--- config.mk ---
export PLATFORM = sky130hd
export DESIGN_NAME = imcb_ctrl
export DESIGN_NICKNAME = d
export VERILOG_FILES = /design/src/hw/imcb_pkg.sv /design/src/hw/imcb_ctrl.sv
export SDC_FILE = /design/constraint.sdc
export NUM_CORES = 1
export LEC_CHECK = 0
export ABC_AREA = 1
export BUFFER_PORTS_ARGS = -buffer_cell sky130_fd_sc_hd__buf_4
export CORE_ASPECT_RATIO = 1.4
export CORE_MARGIN = 2
export CORE_UTILIZATION = 41
export CTS_BUF_LIST = sky130_fd_sc_hd__clkbuf_8
export DETAILED_ROUTE_END_ITERATION = 6
export GPL_TIMING_DRIVEN = 0
export HOLD_SLACK_MARGIN = 0.12
export SKIP_LAST_GASP = 1
export SLEW_MARGIN = 15
export SYNTH_ARGS = -nofsm -noshare
export SYNTH_HDL_FRONTEND = slang
export SYNTH_SLANG_ARGS = --single-unit
--- constraint.sdc ---
create_clock -name clk -period 2.8 [get_ports clk]
set_input_delay 0.14 -clock clk [delete_from_list [all_inputs] [get_ports clk]]
set_output_delay 0.14 -clock clk [all_outputs]
set_load 0.005 [all_outputs]
--- src/hw/imcb_pkg.sv ---
// What this block does
// - Probe errors never raise a code access exception; they only set status bits and the physical address.
// - Invalid descriptor in probe walk aborts, sets segment/page invalid, stores address.
// - Bus error in probe walk aborts, sets walk bus error, stores failing address.
// - Two breakpoint registers, selected by page index 32 and 33.
// - Breakpoints match only when breakpoint enable is set; reset clears it.
// - Upper port writes are buffered and committed on the next lower write.
// - Upper breakpoint word holds a fully writable 32-bit address.
// - Lower word holds privilege, direction, valid and their two masks.
// - Four cumulative range masks widen compare from bits 31-0 to 31-4.
// - Compare ignores address bits below the access granularity.
// - Enabled valid matching fetch sets breakpoint hit and raises code exception.
// - Control registers take load and store, never exchange.
// - Command write starts action in bits 4-0; command reads return zero.
// - Command codes: nop, target inval, both inval, line, probes, ATC invals.
// - Cache enable clear bypasses instruction cache; reset clears it.
// - Target cache enable clear bypasses target cache; reset clears it.
// - SRAM test mode maps one array only; reset leaves both out.
// - Translation disabled gives identity mapping with area pointer attributes.
// - Walk enable set (default) walks on miss; clear traps to miss vector.
// - Lock bits freeze line 0 or line 1 of every set.
// - Seven thermometer block-size bits: zero 512KB up to all ones 64MB.
//
// Purpose: constants and carriers for the instruction MMU control block
// Assumes: core control-register port, one clock
// Notes: control register numbers are local selects
package imcb_pkg;
	// Control register selects
	localparam logic [3:0] SEL_COMMAND = 4'h0;
	localparam logic [3:0] SEL_CONTROL = 4'h1;
	localparam logic [3:0] SEL_STATUS = 4'h2;
	localparam logic [3:0] SEL_PHYS_ADDR = 4'h3;
	localparam logic [3:0] SEL_SYS_ADDR = 4'h4;
	localparam logic [3:0] SEL_INDEX = 4'h5;
	localparam logic [3:0] SEL_PORT_UPPER = 4'h6;
	localparam logic [3:0] SEL_PORT_LOWER = 4'h7;
	// Control register fields
	localparam int CTL_ICACHE_EN = 0;
	localparam int CTL_TARGET_EN = 1;
	localparam int CTL_ICACHE_SRAM = 2;
	localparam int CTL_TARGET_SRAM = 3;
	localparam int CTL_XLATE_EN = 4;
	localparam int CTL_WALK_EN = 5;
	localparam int CTL_LOCK0 = 6;
	localparam int CTL_LOCK1 = 7;
	localparam int CTL_BP_EN = 8;
	localparam int CTL_BSIZE_LSB = 9;
	localparam logic [31:0] CTL_WRITABLE = 32'h0000_FFFF;
	localparam logic [31:0] CTL_RESET = 32'h0000_0020;
	// Status fields
	localparam int ST_SEG_INV = 0;
	localparam int ST_PAGE_INV = 1;
	localparam int ST_WALK_BERR = 2;
	localparam int ST_BP_HIT = 3;
	// Index register
	localparam logic [5:0] BP0_INDEX = 6'h20;
	localparam logic [5:0] BP1_INDEX = 6'h21;
	localparam int IDX_LSB = 0;
	// Breakpoint lower word fields
	localparam int BPL_VALID = 0;
	localparam int BPL_PRIV = 1;
	localparam int BPL_DIR = 2;
	localparam int BPL_PRIV_MASK = 3;
	localparam int BPL_DIR_MASK = 4;
	localparam int BPL_RANGE_LSB = 5;
	localparam logic [31:0] BPL_WRITABLE = 32'h0000_01FF;
	// Command codes
	localparam logic [4:0] CMD_NOP = 5'h00;
	localparam logic [4:0] CMD_INV_TARGET = 5'h02;
	localparam logic [4:0] CMD_INV_BOTH = 5'h03;
	localparam logic [4:0] CMD_INV_LINE = 5'h04;
	localparam logic [4:0] CMD_PROBE_SUP = 5'h08;
	localparam logic [4:0] CMD_PROBE_USR = 5'h09;
	localparam logic [4:0] CMD_INV_ATC_SUP = 5'h0A;
	localparam logic [4:0] CMD_INV_ATC_USR = 5'h0B;
	// Access sizes
	typedef enum logic [2:0] {
		IMCB_SZ_BYTE = 3'b000,
		IMCB_SZ_HALF = 3'b001,
		IMCB_SZ_WORD = 3'b010,
		IMCB_SZ_DBL = 3'b011,
		IMCB_SZ_QUAD = 3'b100
	} imcb_size_t;
	// One breakpoint entry
	typedef struct packed {
		logic [31:0] addr;
		logic [31:0] lower;
	} imcb_bp_t;
	// Fetch presented for breakpoint compare
	typedef struct packed {
		logic valid;
		logic [31:0] addr;
		logic priv;
		logic dir;
		imcb_size_t size;
	} imcb_fetch_t;
	// Probe walk outcome
	typedef struct packed {
		logic done;
		logic seg_inv;
		logic page_inv;
		logic bus_err;
		logic [31:0] phys;
	} imcb_probe_t;
	// Command pulses
	typedef struct packed {
		logic inv_target;
		logic inv_icache;
		logic inv_line;
		logic probe_sup;
		logic probe_usr;
		logic inv_atc_sup;
		logic inv_atc_usr;
	} imcb_cmd_t;
	// Whole block state
	typedef struct packed {
		logic [31:0] control;
		logic [31:0] status;
		logic [31:0] phys_addr;
		logic [31:0] sys_addr;
		logic [31:0] index;
		logic [31:0] upper_buf;
		imcb_bp_t bp0;
		imcb_bp_t bp1;
		logic [31:0] rdata;
		imcb_cmd_t cmd;
		logic code_exc;
	} imcb_state_t;
endpackage

--- src/hw/imcb_ctrl.sv ---
// Purpose: instruction MMU command, control, status and breakpoint registers
// Assumes: core issues one control-register load or store per cycle
// Notes: exchange requests are refused; read data is registered
module imcb_ctrl (
	// Clock and reset
	input wire logic clk,
	input wire logic reset_n,
	input wire logic clk_en,
	// Control register port from the core
	input wire logic cr_store,
	input wire logic cr_load,
	input wire logic cr_exchange,
	input wire logic [3:0] cr_sel,
	input wire logic [31:0] cr_wdata,
	output logic [31:0] cr_rdata,
	output logic cr_refused,
	// Fetch stream and probe walker
	input imcb_pkg::imcb_fetch_t fetch,
	input imcb_pkg::imcb_probe_t probe,
	// Commands and controls out
	output imcb_pkg::imcb_cmd_t cmd,
	output logic icache_active,
	output logic target_active,
	output logic icache_sram_map,
	output logic target_sram_map,
	output logic [31:0] sram_base,
	output logic identity_xlate,
	output logic walk_on_miss,
	output logic trap_on_miss,
	output logic [1:0] lock_lines,
	output logic [6:0] block_size_bits,
	output logic code_exc
);
	imcb_pkg::imcb_state_t s_reg, s_next;
	logic [5:0] idx;
	logic hit0, hit1;

	////////////////////////////////////////////////////////////////////////////
	// Breakpoint compare, one function for both entries
	function automatic logic bp_match(input imcb_pkg::imcb_bp_t e, input imcb_pkg::imcb_fetch_t f);
		logic [31:0] mask;
		logic [3:0] rng;
		logic [2:0] gran;
		logic [2:0] low;
		mask = 32'hFFFF_FFFF;
		rng = e.lower[imcb_pkg::BPL_RANGE_LSB +: 4];
		gran = f.size;
		// Range masks are cumulative, so count the ones in order
		low = 3'h0;
		if (rng[0]) low = 3'h1;
		if (rng[0] && rng[1]) low = 3'h2;
		if (rng[0] && rng[1] && rng[2]) low = 3'h3;
		if (rng[0] && rng[1] && rng[2] && rng[3]) low = 3'h4;
		// Coarser of range and access granularity wins
		if (gran > low) low = gran;
		mask = 32'hFFFF_FFFF << low;
		bp_match = e.lower[imcb_pkg::BPL_VALID]
			&& ((f.addr & mask) == (e.addr & mask))
			&& (e.lower[imcb_pkg::BPL_PRIV_MASK] || (e.lower[imcb_pkg::BPL_PRIV] == f.priv))
			&& (e.lower[imcb_pkg::BPL_DIR_MASK] || (e.lower[imcb_pkg::BPL_DIR] == f.dir));
	endfunction

	assign idx = s_reg.index[imcb_pkg::IDX_LSB +: 6];
	assign hit0 = bp_match(s_reg.bp0, fetch);
	assign hit1 = bp_match(s_reg.bp1, fetch);

	////////////////////////////////////////////////////////////////////////////
	// Next state
	always_comb begin
		logic st, ld;
		st = cr_store && !cr_exchange;
		ld = cr_load && !cr_exchange;
		s_next = s_reg;
		s_next.cmd = '0;
		s_next.code_exc = 1'b0;
		// Command decode; reserved codes fall through as no-ops
		if (st && cr_sel == imcb_pkg::SEL_COMMAND) begin
			case (cr_wdata[4:0])
				imcb_pkg::CMD_INV_TARGET: s_next.cmd.inv_target = 1'b1;
				imcb_pkg::CMD_INV_BOTH: begin
					s_next.cmd.inv_target = 1'b1;
					s_next.cmd.inv_icache = 1'b1;
				end
				imcb_pkg::CMD_INV_LINE: s_next.cmd.inv_line = 1'b1;
				imcb_pkg::CMD_PROBE_SUP: s_next.cmd.probe_sup = 1'b1;
				imcb_pkg::CMD_PROBE_USR: s_next.cmd.probe_usr = 1'b1;
				imcb_pkg::CMD_INV_ATC_SUP: s_next.cmd.inv_atc_sup = 1'b1;
				imcb_pkg::CMD_INV_ATC_USR: s_next.cmd.inv_atc_usr = 1'b1;
				default: s_next.cmd = '0;
			endcase
		end else if (st && cr_sel == imcb_pkg::SEL_CONTROL) begin
			s_next.control = cr_wdata & imcb_pkg::CTL_WRITABLE;
			// Only one array may be mapped; the cache keeps priority
			if (cr_wdata[imcb_pkg::CTL_ICACHE_SRAM]) begin
				s_next.control[imcb_pkg::CTL_TARGET_SRAM] = 1'b0;
			end
		end else if (st && cr_sel == imcb_pkg::SEL_STATUS) begin
			s_next.status = cr_wdata & 32'h0000_000F;
		end else if (st && cr_sel == imcb_pkg::SEL_PHYS_ADDR) begin
			s_next.phys_addr = cr_wdata;
		end else if (st && cr_sel == imcb_pkg::SEL_SYS_ADDR) begin
			s_next.sys_addr = cr_wdata;
		end else if (st && cr_sel == imcb_pkg::SEL_INDEX) begin
			s_next.index = cr_wdata & 32'h0000_003F;
		end else if (st && cr_sel == imcb_pkg::SEL_PORT_UPPER) begin
			s_next.upper_buf = cr_wdata;
		end else if (st && cr_sel == imcb_pkg::SEL_PORT_LOWER) begin
			// Lower write commits the buffered upper word too
			if (idx == imcb_pkg::BP0_INDEX) begin
				s_next.bp0.addr = s_reg.upper_buf;
				s_next.bp0.lower = cr_wdata & imcb_pkg::BPL_WRITABLE;
			end else if (idx == imcb_pkg::BP1_INDEX) begin
				s_next.bp1.addr = s_reg.upper_buf;
				s_next.bp1.lower = cr_wdata & imcb_pkg::BPL_WRITABLE;
			end
		end
		// Register reads; command reads zero, unmapped reads zero
		if (ld) begin
			if (cr_sel == imcb_pkg::SEL_CONTROL) begin
				s_next.rdata = s_reg.control;
			end else if (cr_sel == imcb_pkg::SEL_STATUS) begin
				s_next.rdata = s_reg.status;
			end else if (cr_sel == imcb_pkg::SEL_PHYS_ADDR) begin
				s_next.rdata = s_reg.phys_addr;
			end else if (cr_sel == imcb_pkg::SEL_SYS_ADDR) begin
				s_next.rdata = s_reg.sys_addr;
			end else if (cr_sel == imcb_pkg::SEL_INDEX) begin
				s_next.rdata = s_reg.index;
			end else if (cr_sel == imcb_pkg::SEL_PORT_LOWER && idx == imcb_pkg::BP0_INDEX) begin
				s_next.rdata = s_reg.bp0.lower;
			end else if (cr_sel == imcb_pkg::SEL_PORT_LOWER && idx == imcb_pkg::BP1_INDEX) begin
				s_next.rdata = s_reg.bp1.lower;
			end else if (cr_sel == imcb_pkg::SEL_PORT_UPPER && idx == imcb_pkg::BP0_INDEX) begin
				s_next.rdata = s_reg.bp0.addr;
			end else if (cr_sel == imcb_pkg::SEL_PORT_UPPER && idx == imcb_pkg::BP1_INDEX) begin
				s_next.rdata = s_reg.bp1.addr;
			end else begin
				s_next.rdata = 32'h0000_0000;
			end
		end
		// Probe errors only touch status and the physical address, never the exception line
		if (probe.done) begin
			if (probe.seg_inv || probe.page_inv) begin
				s_next.status[imcb_pkg::ST_SEG_INV] = probe.seg_inv;
				s_next.status[imcb_pkg::ST_PAGE_INV] = probe.page_inv;
				s_next.phys_addr = probe.phys;
			end
			if (probe.bus_err) begin
				s_next.status[imcb_pkg::ST_WALK_BERR] = 1'b1;
				s_next.phys_addr = probe.phys;
			end
		end
		// Breakpoint hit sets status after software writes, so set wins
		if (fetch.valid && s_reg.control[imcb_pkg::CTL_BP_EN] && (hit0 || hit1)) begin
			s_next.status[imcb_pkg::ST_BP_HIT] = 1'b1;
			s_next.code_exc = 1'b1;
		end
	end

	////////////////////////////////////////////////////////////////////////////
	// State register, frozen while the clock enable is low
	always_ff @(posedge clk or negedge reset_n) begin
		if (!reset_n) begin
			s_reg <= '0;
			s_reg.control <= imcb_pkg::CTL_RESET;
		end else if (clk_en) begin
			s_reg <= s_next;
		end
	end

	////////////////////////////////////////////////////////////////////////////
	// Outputs to caches and translation logic
	assign cr_rdata = s_reg.rdata;
	assign cr_refused = cr_exchange && (cr_store || cr_load);
	assign cmd = s_reg.cmd;
	assign code_exc = s_reg.code_exc;
	assign icache_sram_map = s_reg.control[imcb_pkg::CTL_ICACHE_SRAM];
	assign target_sram_map = s_reg.control[imcb_pkg::CTL_TARGET_SRAM];
	assign icache_active = s_reg.control[imcb_pkg::CTL_ICACHE_EN] && !icache_sram_map;
	assign target_active = s_reg.control[imcb_pkg::CTL_TARGET_EN] && !target_sram_map;
	assign sram_base = s_reg.sys_addr;
	assign identity_xlate = !s_reg.control[imcb_pkg::CTL_XLATE_EN];
	assign walk_on_miss = s_reg.control[imcb_pkg::CTL_WALK_EN];
	assign trap_on_miss = !s_reg.control[imcb_pkg::CTL_WALK_EN];
	assign lock_lines = {s_reg.control[imcb_pkg::CTL_LOCK1], s_reg.control[imcb_pkg::CTL_LOCK0]};
	assign block_size_bits = s_reg.control[imcb_pkg::CTL_BSIZE_LSB +: 7];
endmodule // imcb_ctrl

==> results of run 1 <==
-- layer usage --
metal / vias up / global-route usage / share of wire / wire, um
met5: - / 0 / 0 / 0
met4: 0 / 0.118 / 0.041 / 1930
met3: 103 / 0.0317 / 0.040 / 1880
met2: 361 / 0.519 / 0.53 / 24900
met1: 5938 / 0.329 / 0.39 / 18100
li1: 5910 / - / - / -
-- stage by stage --
step           total power (uW)  cell area [um^2]  setup WS (ns)  TNS (ns)  utilization
6_report                   8720             17000          0.374         0        0.539
5_1_grt                    9090             17000         0.0665         0        0.539
4_1_cts                    8730             17000          0.205         0        0.539
3_5_place_dp               5420             15200          0.219         0        0.482
3_3_place_gp               5380             15100         -0.414    -96.24        0.480
2_1_floorplan              4720             13100          0.843         0            -
-- report_power, final --
group	total (uW)	leakage, uW	switching (uW)	internal [uW]
logic	1470	0.00477	725	744
registers	4010	0.00322	203	3810
clock network	3230	0.000475	1510	1730
total	8720	0.00847	2430	6280
-- tightest hold or removal path, delay by kind of cell --
kind                   cells  cell delay, ns
AND/OR/NAND/NOR            3            0.37
buffers and inverters      1            0.12
AO/OA/AOI/OAI              1            0.06
-- kinds of logic after synthesis --
| group | count (synthesis) | synth area share |
|---|---|---|
| xor gates and xnor gates | 22 | 0.0147 |
| adders and majority gates | 6 | 0.00574 |
| buffers and inverters | 356 | 0.132 |
| AOI/OAI and AO/OA | 353 | 0.160 |
| and+or+nand+nor | 635 | 0.196 |
| muxes | 32 | 0.0245 |
| DFF | 244 | 0.467 |
-- cell type report --
type	count	share of cell area
buffer	146	0.0557
antenna	1	0.000147
timing repair buffer	306	0.153
sequential	244	0.359
inverter	210	0.0464
tap	395	0.0291
clock buffer	44	0.0356
clock inverter	27	0.0119
multi-input combinational	1048	0.309
-- path summary, 6_finish.rpt --
path / to / slack [ns] / cells after the start / start
max: s_reg[299] / 0.37 / 15 / s_reg[112]
min: sram_base[2] / 0.15 / 5 / cr_sel[0]
max reg2reg: s_reg[299] / 0.37 / 15 / s_reg[112]
min reg2reg: s_reg[194] / 0.48 / 2 / s_reg[194]
max in group asynchronous: s_reg[109] / 1.73 / 3 / reset_n
min in group asynchronous: s_reg[92] / 0.16 / 2 / reset_n
-- what timing repair did --
item | in CTS | in global routing
buffers inserted | 0 | 0
setup endpoints to repair | 0 | 2
endpoints found under the hold margin | 282 | 0
resized for setup | 0 | 2
hold buffers | 101 | 0
-- Yosys cell counts, types with 3 or more instances --
cell / instances
nor2_2: 5
o21ai_0: 199
inv_2: 5
nand2_1: 497
nand3_1: 37
nor2_4: 4
nor2_1: 64
ha_1: 6
nand4_1: 15
o21ai_2: 42
buf_6: 8
o2111ai_1: 4
xor2_1: 12
mux2i_1: 32
a22oi_1: 32
a21oi_1: 36
xnor2_1: 10
inv_1: 203
buf_2: 24
clkbuf_1: 30
o21ai_1: 17
a221oi_1: 14
dfrtp_1: 243
o21bai_1: 3
buf_4: 82
==> reports/results.tsv, run 1 <==
metric	value	unit
crit_fanout	7	
fin_cells	2421	
cts_buffer_depth	3	
gr-total-overflow	0	
fin_nets	2118	
cts.sink_count	244	
critical_path_required	3.32	ns
crit_family	simple AND/OR/NAND/NOR gates	
crit_arrival	2.94	ns
antenna_found_initial	1	
synth_fp_nets	1770	
insertion_delay	0.58	ns
syn_area_per_cell	7.94	um^2
drv_slew	0	
finalSetupViolCount	0	
crit_path_frequent_cell	nand2_1	
worstHoldPathType	input pin to flip-flop	
synth_top_area_frac	0.465	
layout_common_cells	nand2_1, buf_4, dfrtp_1, inv_1, o21ai_0	
slew_headroom	0.528	
die_x	155	um
cap_violations	0	
synth_edf_count	0	
fillCellCount	3056	
layout_commonest_cell	nand2_1	
p_leak	0.00847	uW
ys_warn_count	0	
slowest_delay	0.43	ns
worst_slew_pin_slew	0.703	ns
grt_pass1_wl	71500	um
async_flop_share	1.00	
final.setup_skew	0.0388	ns
cts_max_level	2	
synth_top_area_cell	dfrtp_1	
multi_input_area	5250	um^2
drive_gt1_frac	0.215	
hold_violations	0	
postRouteWirelength	46800	um
yosysSeqAreaShare	0.467	
io-pin-count	205	
cp.buffers_inverters	2	
first_pass_iters	5	
clkTransAtPathRegs	0.07	ns
ys_types	42	
rsz0062_at_grt	no	
critPathKind	flip-flop to flip-flop	
syn_area	13100	um^2
dp.cells	2248	
synthCells	1648	
power_density	513	nW/um^2
drc	0	
grt_usage	0.282	
cts_root_buf	clkbuf_8	
die_y	215	um
drt_iter0_drc	911	
viasPerCell	5.09	
cpMaxStageDelayCell	dfrtp_1	
antenna_left	0	
post-route-period-util	0.866	
crit_path_cell_trace	nand2_1, and3_1, inv_1, ha_1, nand3_1, nand2_2, o21ai_1, inv_1, o21ai_0, nand2_1, nor2_1, nand3_1, nand2_1, nand2_1, nand2_1	
wl_per_cell	19.3	um
numPortBuffers	203	
hold_slack	0.149	ns
cts_tree	yes	
rows	77	
dieArea	33400	um^2
syn_to_final_growth	29.8	%
synth_ff_type	dfrtp_1	
worstSetupEndpointType	flip-flop	
seq_area	6110	um^2
core_area	31500	um^2
post-dp-hpwl	35000	um
route.vias.total	12300	
initial_core_util	0.415	
grt_pass1_vias	12500	
fin_crit	2.43	ns
cts_buffers	40	
gp_congestion	0.929	
grt_max_degree	98	
vdd_drop_max	0.000305	V
synth_seq_cells	244	
synth_area_leaders	dfrtp_1, nand2_1, o21ai_0	
status	finished clean	
worstSetupStartpointType	flip-flop	
fmax	412	MHz
largest_reg_flops	154	
(Power assumes the default switching activity.)
==> run 2, diff against run 1 <==
- BUFFER_PORTS_ARGS: -buffer_cell sky130_fd_sc_hd__buf_4 -> unset
- DONT_BUFFER_PORTS: unset -> 1
==> reports/results.tsv, run 2 (synthesis results as in run 1) <==
metric	value	unit	change
rr_startpoint	s_reg[111]		
crit_arrival	3.12	ns	+0.18 ns
worstHoldPathType	input pin to asynchronous set/reset pin		
cts_buffer_depth	3		unchanged
rows	77		unchanged
hold_violations	244		+244
fin_nets	1917		-9.5%
cts_tree	yes		
drt_iter0_drc	891		-2.2%
route.vias.total	11800		-4.4%
grt_pass1_vias	11900		-5.0%
dp.cells	2043		-9.1%
post_cts_buffers	0		unchanged
finalSetupViolCount	0		unchanged
antenna_found_initial	5		+4
rsz0062_at_grt	no		
drv_slew	0		unchanged
fin_crit	2.60	ns	+0.174 ns
initial_core_util	0.415		unchanged
dieArea	33400	um^2	unchanged
io-pin-count	205		unchanged
final_area	15400	um^2	-9.1%
r2r-end	code_exc		
cts_root_buf	clkbuf_8		
wl_per_cell	20.7	um	+7.1%
fillCellCount	3062		+0.20%
syn_to_final_growth	18.0	%	
violations	hold timing		
slowest_delay	0.66	ns	+0.23 ns
post-route-period-util	0.929		+0.0622
post-dp-hpwl	34100	um	-2.5%
power	8280	uW	-5.0%
drive_gt1_frac	0.126		-0.0886
r2r_cells	15		unchanged
post_cts_resize_count	0		unchanged
grt_pass1_wl	69400	um	-2.9%
die_x	155	um	unchanged
gp_congestion	0.925		-0.41%
die_y	215	um	unchanged
hold_slack	-0.703	ns	-0.851 ns
numPortBuffers	0		-100%
largest_reg_flops	154		unchanged
worst_slew_pin_slew	0.745	ns	+0.0418 ns
crit_fanout	3		-4
cpMaxStageDelayCell	dlygate4sd3_1		
antenna_left	0		unchanged
clkTransAtPathRegs	0.06	ns	about the same
power_density	536	nW/um^2	+4.5%
p_leak	0.00744	uW	-12%
grt_max_degree	245		+150%
critPathKind	input pin to flip-flop		
cts_max_level	2		unchanged
cts.sink_count	244		unchanged
cts_hold_repair.buffers	105		+4.0%
gr-total-overflow	0		unchanged
post_dp_cell_area	13600	um^2	-10%
grt_usage	0.275		-0.00686
crit_path_cell_trace	dlygate4sd3_1, nor2_4, dlygate4sd3_1, nand2_1, inv_1, a32oi_1, dlygate4sd3_1, o22ai_1, dlygate4sd3_1		
fin_cells	2222		-8.2%
fin_setup_tns	0	ns	unchanged
fmax	385	MHz	-6.7%
layout_commonest_cell	nand2_1		
final.setup_skew	0.0370	ns	-0.00179 ns
insertion_delay	0.58	ns	about the same
core_area	31500	um^2	unchanged
viasPerCell	5.30		+4.2%
vdd_drop_max	0.000333	V	+9.1%
layout_common_cells	nand2_1, dfrtp_1, inv_1, o21ai_0, dlygate4sd3_1		
crit_path_frequent_cell	dlygate4sd3_1		
slew_headroom	0.500		-0.0281
cap_violations	0		unchanged
postRouteWirelength	46100	um	-1.7%
critical_path_required	3.32	ns	about the same
cts_buffers	40		unchanged
worstSetupStartpointType	input pin		
worstSetupEndpointType	flip-flop		
drc	0		unchanged
rrSetupSlack	0.42	ns	+0.05 ns
status	finished with violations		
first_pass_iters	5		unchanged
-- run 2: cell types whose count changed in the layout (fill, tap and decap cells not counted), sizes merged --
cell and change:
buf -205, bufinv -1, clkbuf +2, clkinv +1
clkinvlp -2, diode +3, dlygate4sd3 +4, inv -1
-- run 2: through the flow --
stage | utilization | setup slack [ns]
global placement | 0.431 | 0.387
finish | 0.490 | 0.200
global route | 0.490 | 0.0760
detailed placement | 0.431 | 0.382
CTS | 0.490 | 0.232
floorplan | - | 0.843
-- run 2: final cells by class --
type | instances | area, um^2 | share of cell area
Antenna cell | 4 | 10.0 | 0.000648
Buffer | 146 | 946 | 0.0613
Clock buffer | 46 | 633 | 0.0410
Clock inverter | 24 | 164 | 0.0106
Inverter | 210 | 788 | 0.0510
Multi-Input combinational cell | 1048 | 5250 | 0.340
Sequential cell | 244 | 6110 | 0.396
Tap cell | 395 | 494 | 0.0320
Timing Repair Buffer | 105 | 1050 | 0.0681
-- run 2: worst max path at each step --
stage           startpoint    endpoint  slack [ns]  depth (start not counted)
3_5_place_dp     s_reg[46]  s_reg[299]        0.38                         15
2_1_floorplan   s_reg[111]    code_exc        0.84                         15
4_1_cts        cr_exchange  s_reg[297]        0.23                          9
6_report       cr_exchange  s_reg[297]        0.20                          9
3_3_place_gp     s_reg[46]  s_reg[299]        0.39                         15
5_1_grt          s_reg[46]    code_exc        0.08                         15
-- run 2: worst max-delay path, delay by kind of cell --
kind / cells / cell delay, ns
buffers and inverters: 5 / 2.48
AOI/OAI and AO/OA: 2 / 0.18
and+or+nand+nor: 2 / 0.30
-- run 2: layer usage --
metal  wire, um  share of wire  GRT usage
met5          0              0          0
met1      17100           0.37      0.313
met3       2780          0.060     0.0486
met2      23000           0.50      0.477
met4       3100          0.067      0.167
-- run 2: power by group --
part / leakage, uW / switching (uW) / internal (uW) / total [uW]
clock network: 0.000473 / 1500 / 1690 / 3190
registers: 0.00322 / 211 / 3810 / 4020
logic: 0.00375 / 568 / 495 / 1060
total: 0.00744 / 2280 / 5990 / 8280
==> run 3, diff against run 2 <==
- PLACE_DENSITY: unset -> 0.63
==> reports/results.tsv, run 3 (synthesis results as in run 1) <==
metric	value	unit	change
status	finished with violations		
violations	hold timing		
cts_max_level	2		unchanged
hold_violations	244		unchanged
grt_util_met3	0.0540		+0.00542
cts.sink_count	244		unchanged
crit_fanout	3		unchanged
cap_violations	0		unchanged
drc	0		unchanged
critical_path_required	3.32	ns	about the same
rr_startpoint	s_reg[46]		
rrSetupSlack	0.29	ns	-0.13 ns
cts_buffers	41		+2.5%
cts_tree	yes		
grt_pass1_vias	11900		+0.24%
p_leak	0.00745	uW	+0.18%
die_x	155	um	unchanged
worstHoldPathType	input pin to asynchronous set/reset pin		
use_met1	0.302		-0.0114
largest_reg_flops	154		unchanged
antenna_left	0		unchanged
worstSetupEndpointType	flip-flop		
clkTransAtPathRegs	0.07	ns	about the same
cts_buffer_depth	3		unchanged
insertion_delay	0.58	ns	about the same
drt_iter0_drc	936		+5.1%
top_usage_layer	met2		
syn_to_final_growth	18.5	%	
crit_arrival	3.16	ns	+0.04 ns
postRouteWirelength	46100	um	about the same
drive_gt1_frac	0.130		+0.00410
fin_nets	1921		+0.21%
critPathKind	input pin to flip-flop		
finalSetupViolCount	0		unchanged
crit_path_start	cr_exchange		
layout_commonest_cell	nand2_1		
grt_pass1_wl	68700	um	-1.0%
route.vias.total	11800		+0.56%
hold_slack	-0.699	ns	+0.00406 ns
initial_core_util	0.415		unchanged
viasPerCell	5.32		+0.42%
r2r-end	s_reg[299]		
post-route-period-util	0.943		+0.0142
post_cts_buffers	0		unchanged
post_cts_resize_count	0		unchanged
slew_headroom	0.494		-0.00574
cts_hold_repair.buffers	108		+2.9%
power_density	540	nW/um^2	+0.75%
utilization	0.493		+0.00238
worst_slew_pin_slew	0.753	ns	+0.00855 ns
gr-total-overflow	0		unchanged
wl_per_cell	20.7	um	about the same
power	8380	uW	+1.2%
rsz0062_at_grt	no		
gp_congestion	0.971		+5.0%
fin_setup_tns	0	ns	unchanged
layout_common_cells	nand2_1, dfrtp_1, inv_1, o21ai_0, dlygate4sd3_1		
post-dp-hpwl	33900	um	-0.63%
grtUsageMet2	0.479		+0.00237
rows	77		unchanged
core_area	31500	um^2	unchanged
final.setup_skew	0.0319	ns	-0.00515 ns
drv_slew	0		unchanged
dieArea	33400	um^2	unchanged
first_pass_iters	5		unchanged
numPortBuffers	0		unchanged
cts_root_buf	clkbuf_8		
vdd_drop_max	0.000332	V	-0.40%
r2r_cells	15		unchanged
fmax	379	MHz	-1.5%
worstSetupStartpointType	input pin		
grt_usage	0.271		-0.00323
antenna_found_initial	3		-2
die_y	215	um	unchanged
grt_max_degree	245		unchanged
fin_crit	2.64	ns	+0.0398 ns
io-pin-count	205		unchanged
critPathCapture	s_reg[297]		
[run 3: stage by stage]
stage | instances | instance area [um^2] | setup WS [ns]
after floorplan | 1648 | 13100 | 0.843
after global placement | 2043 | 13600 | 0.384
after detailed placement | 2043 | 13600 | 0.344
after CTS | 2222 | 15500 | 0.222
after global routing | 2224 | 15500 | 0.0552
final | 2225 | 15500 | 0.160
[run 3: per-layer routing]
metal  share of wire  wire length (um)  up-vias
met4           0.066              3050        0
met2            0.50             23200      466
met3           0.066              3030      149
met5               0                 0        -
met1            0.37             16900     5710
li1                -                 -     5517
[run 3: how the worst min path moves through the flow]
| stage | from | to | slack (ns) | depth (start not counted) |
|---|---|---|---|---|
| 2_1_floorplan | reset_n | block_size_bits[0] | -0.16 | 0 |
| 3_3_place_gp | reset_n | s_reg[185] | -0.14 | 0 |
| 3_5_place_dp | reset_n | s_reg[185] | -0.14 | 0 |
| 4_1_cts | reset_n | s_reg[185] | -0.73 | 0 |
| 5_1_grt | reset_n | s_reg[185] | -0.73 | 0 |
| 6_report | reset_n | s_reg[185] | -0.70 | 0 |
[run 3: area by class of cell]
cell class                      count  area (um^2)
Clock inverter                     15         73.8
Multi-Input combinational cell   1048         5250
Buffer                            146          946
Tap cell                          395          494
Sequential cell                   244         6110
Antenna cell                        3         7.51
Inverter                          210          788
Clock buffer                       56          771
Fill cell                        3132        16000
Timing Repair Buffer              108         1080
[run 3: critical path, stage by stage]
cell and delay [ns]:
dlygate4sd3_1 0.59, nor2_4 0.19, dlygate4sd3_1 0.66, nand2_1 0.12, inv_1 0.11, a32oi_1 0.08
dlygate4sd3_1 0.57, o22ai_1 0.12, dlygate4sd3_1 0.57
[run 3: power breakdown]
group	switching [uW]	total, uW	internal [uW]
Combinational	567	1070	499
Sequential	210	4020	3810
Clock	1510	3290	1780
Total	2290	8380	6090
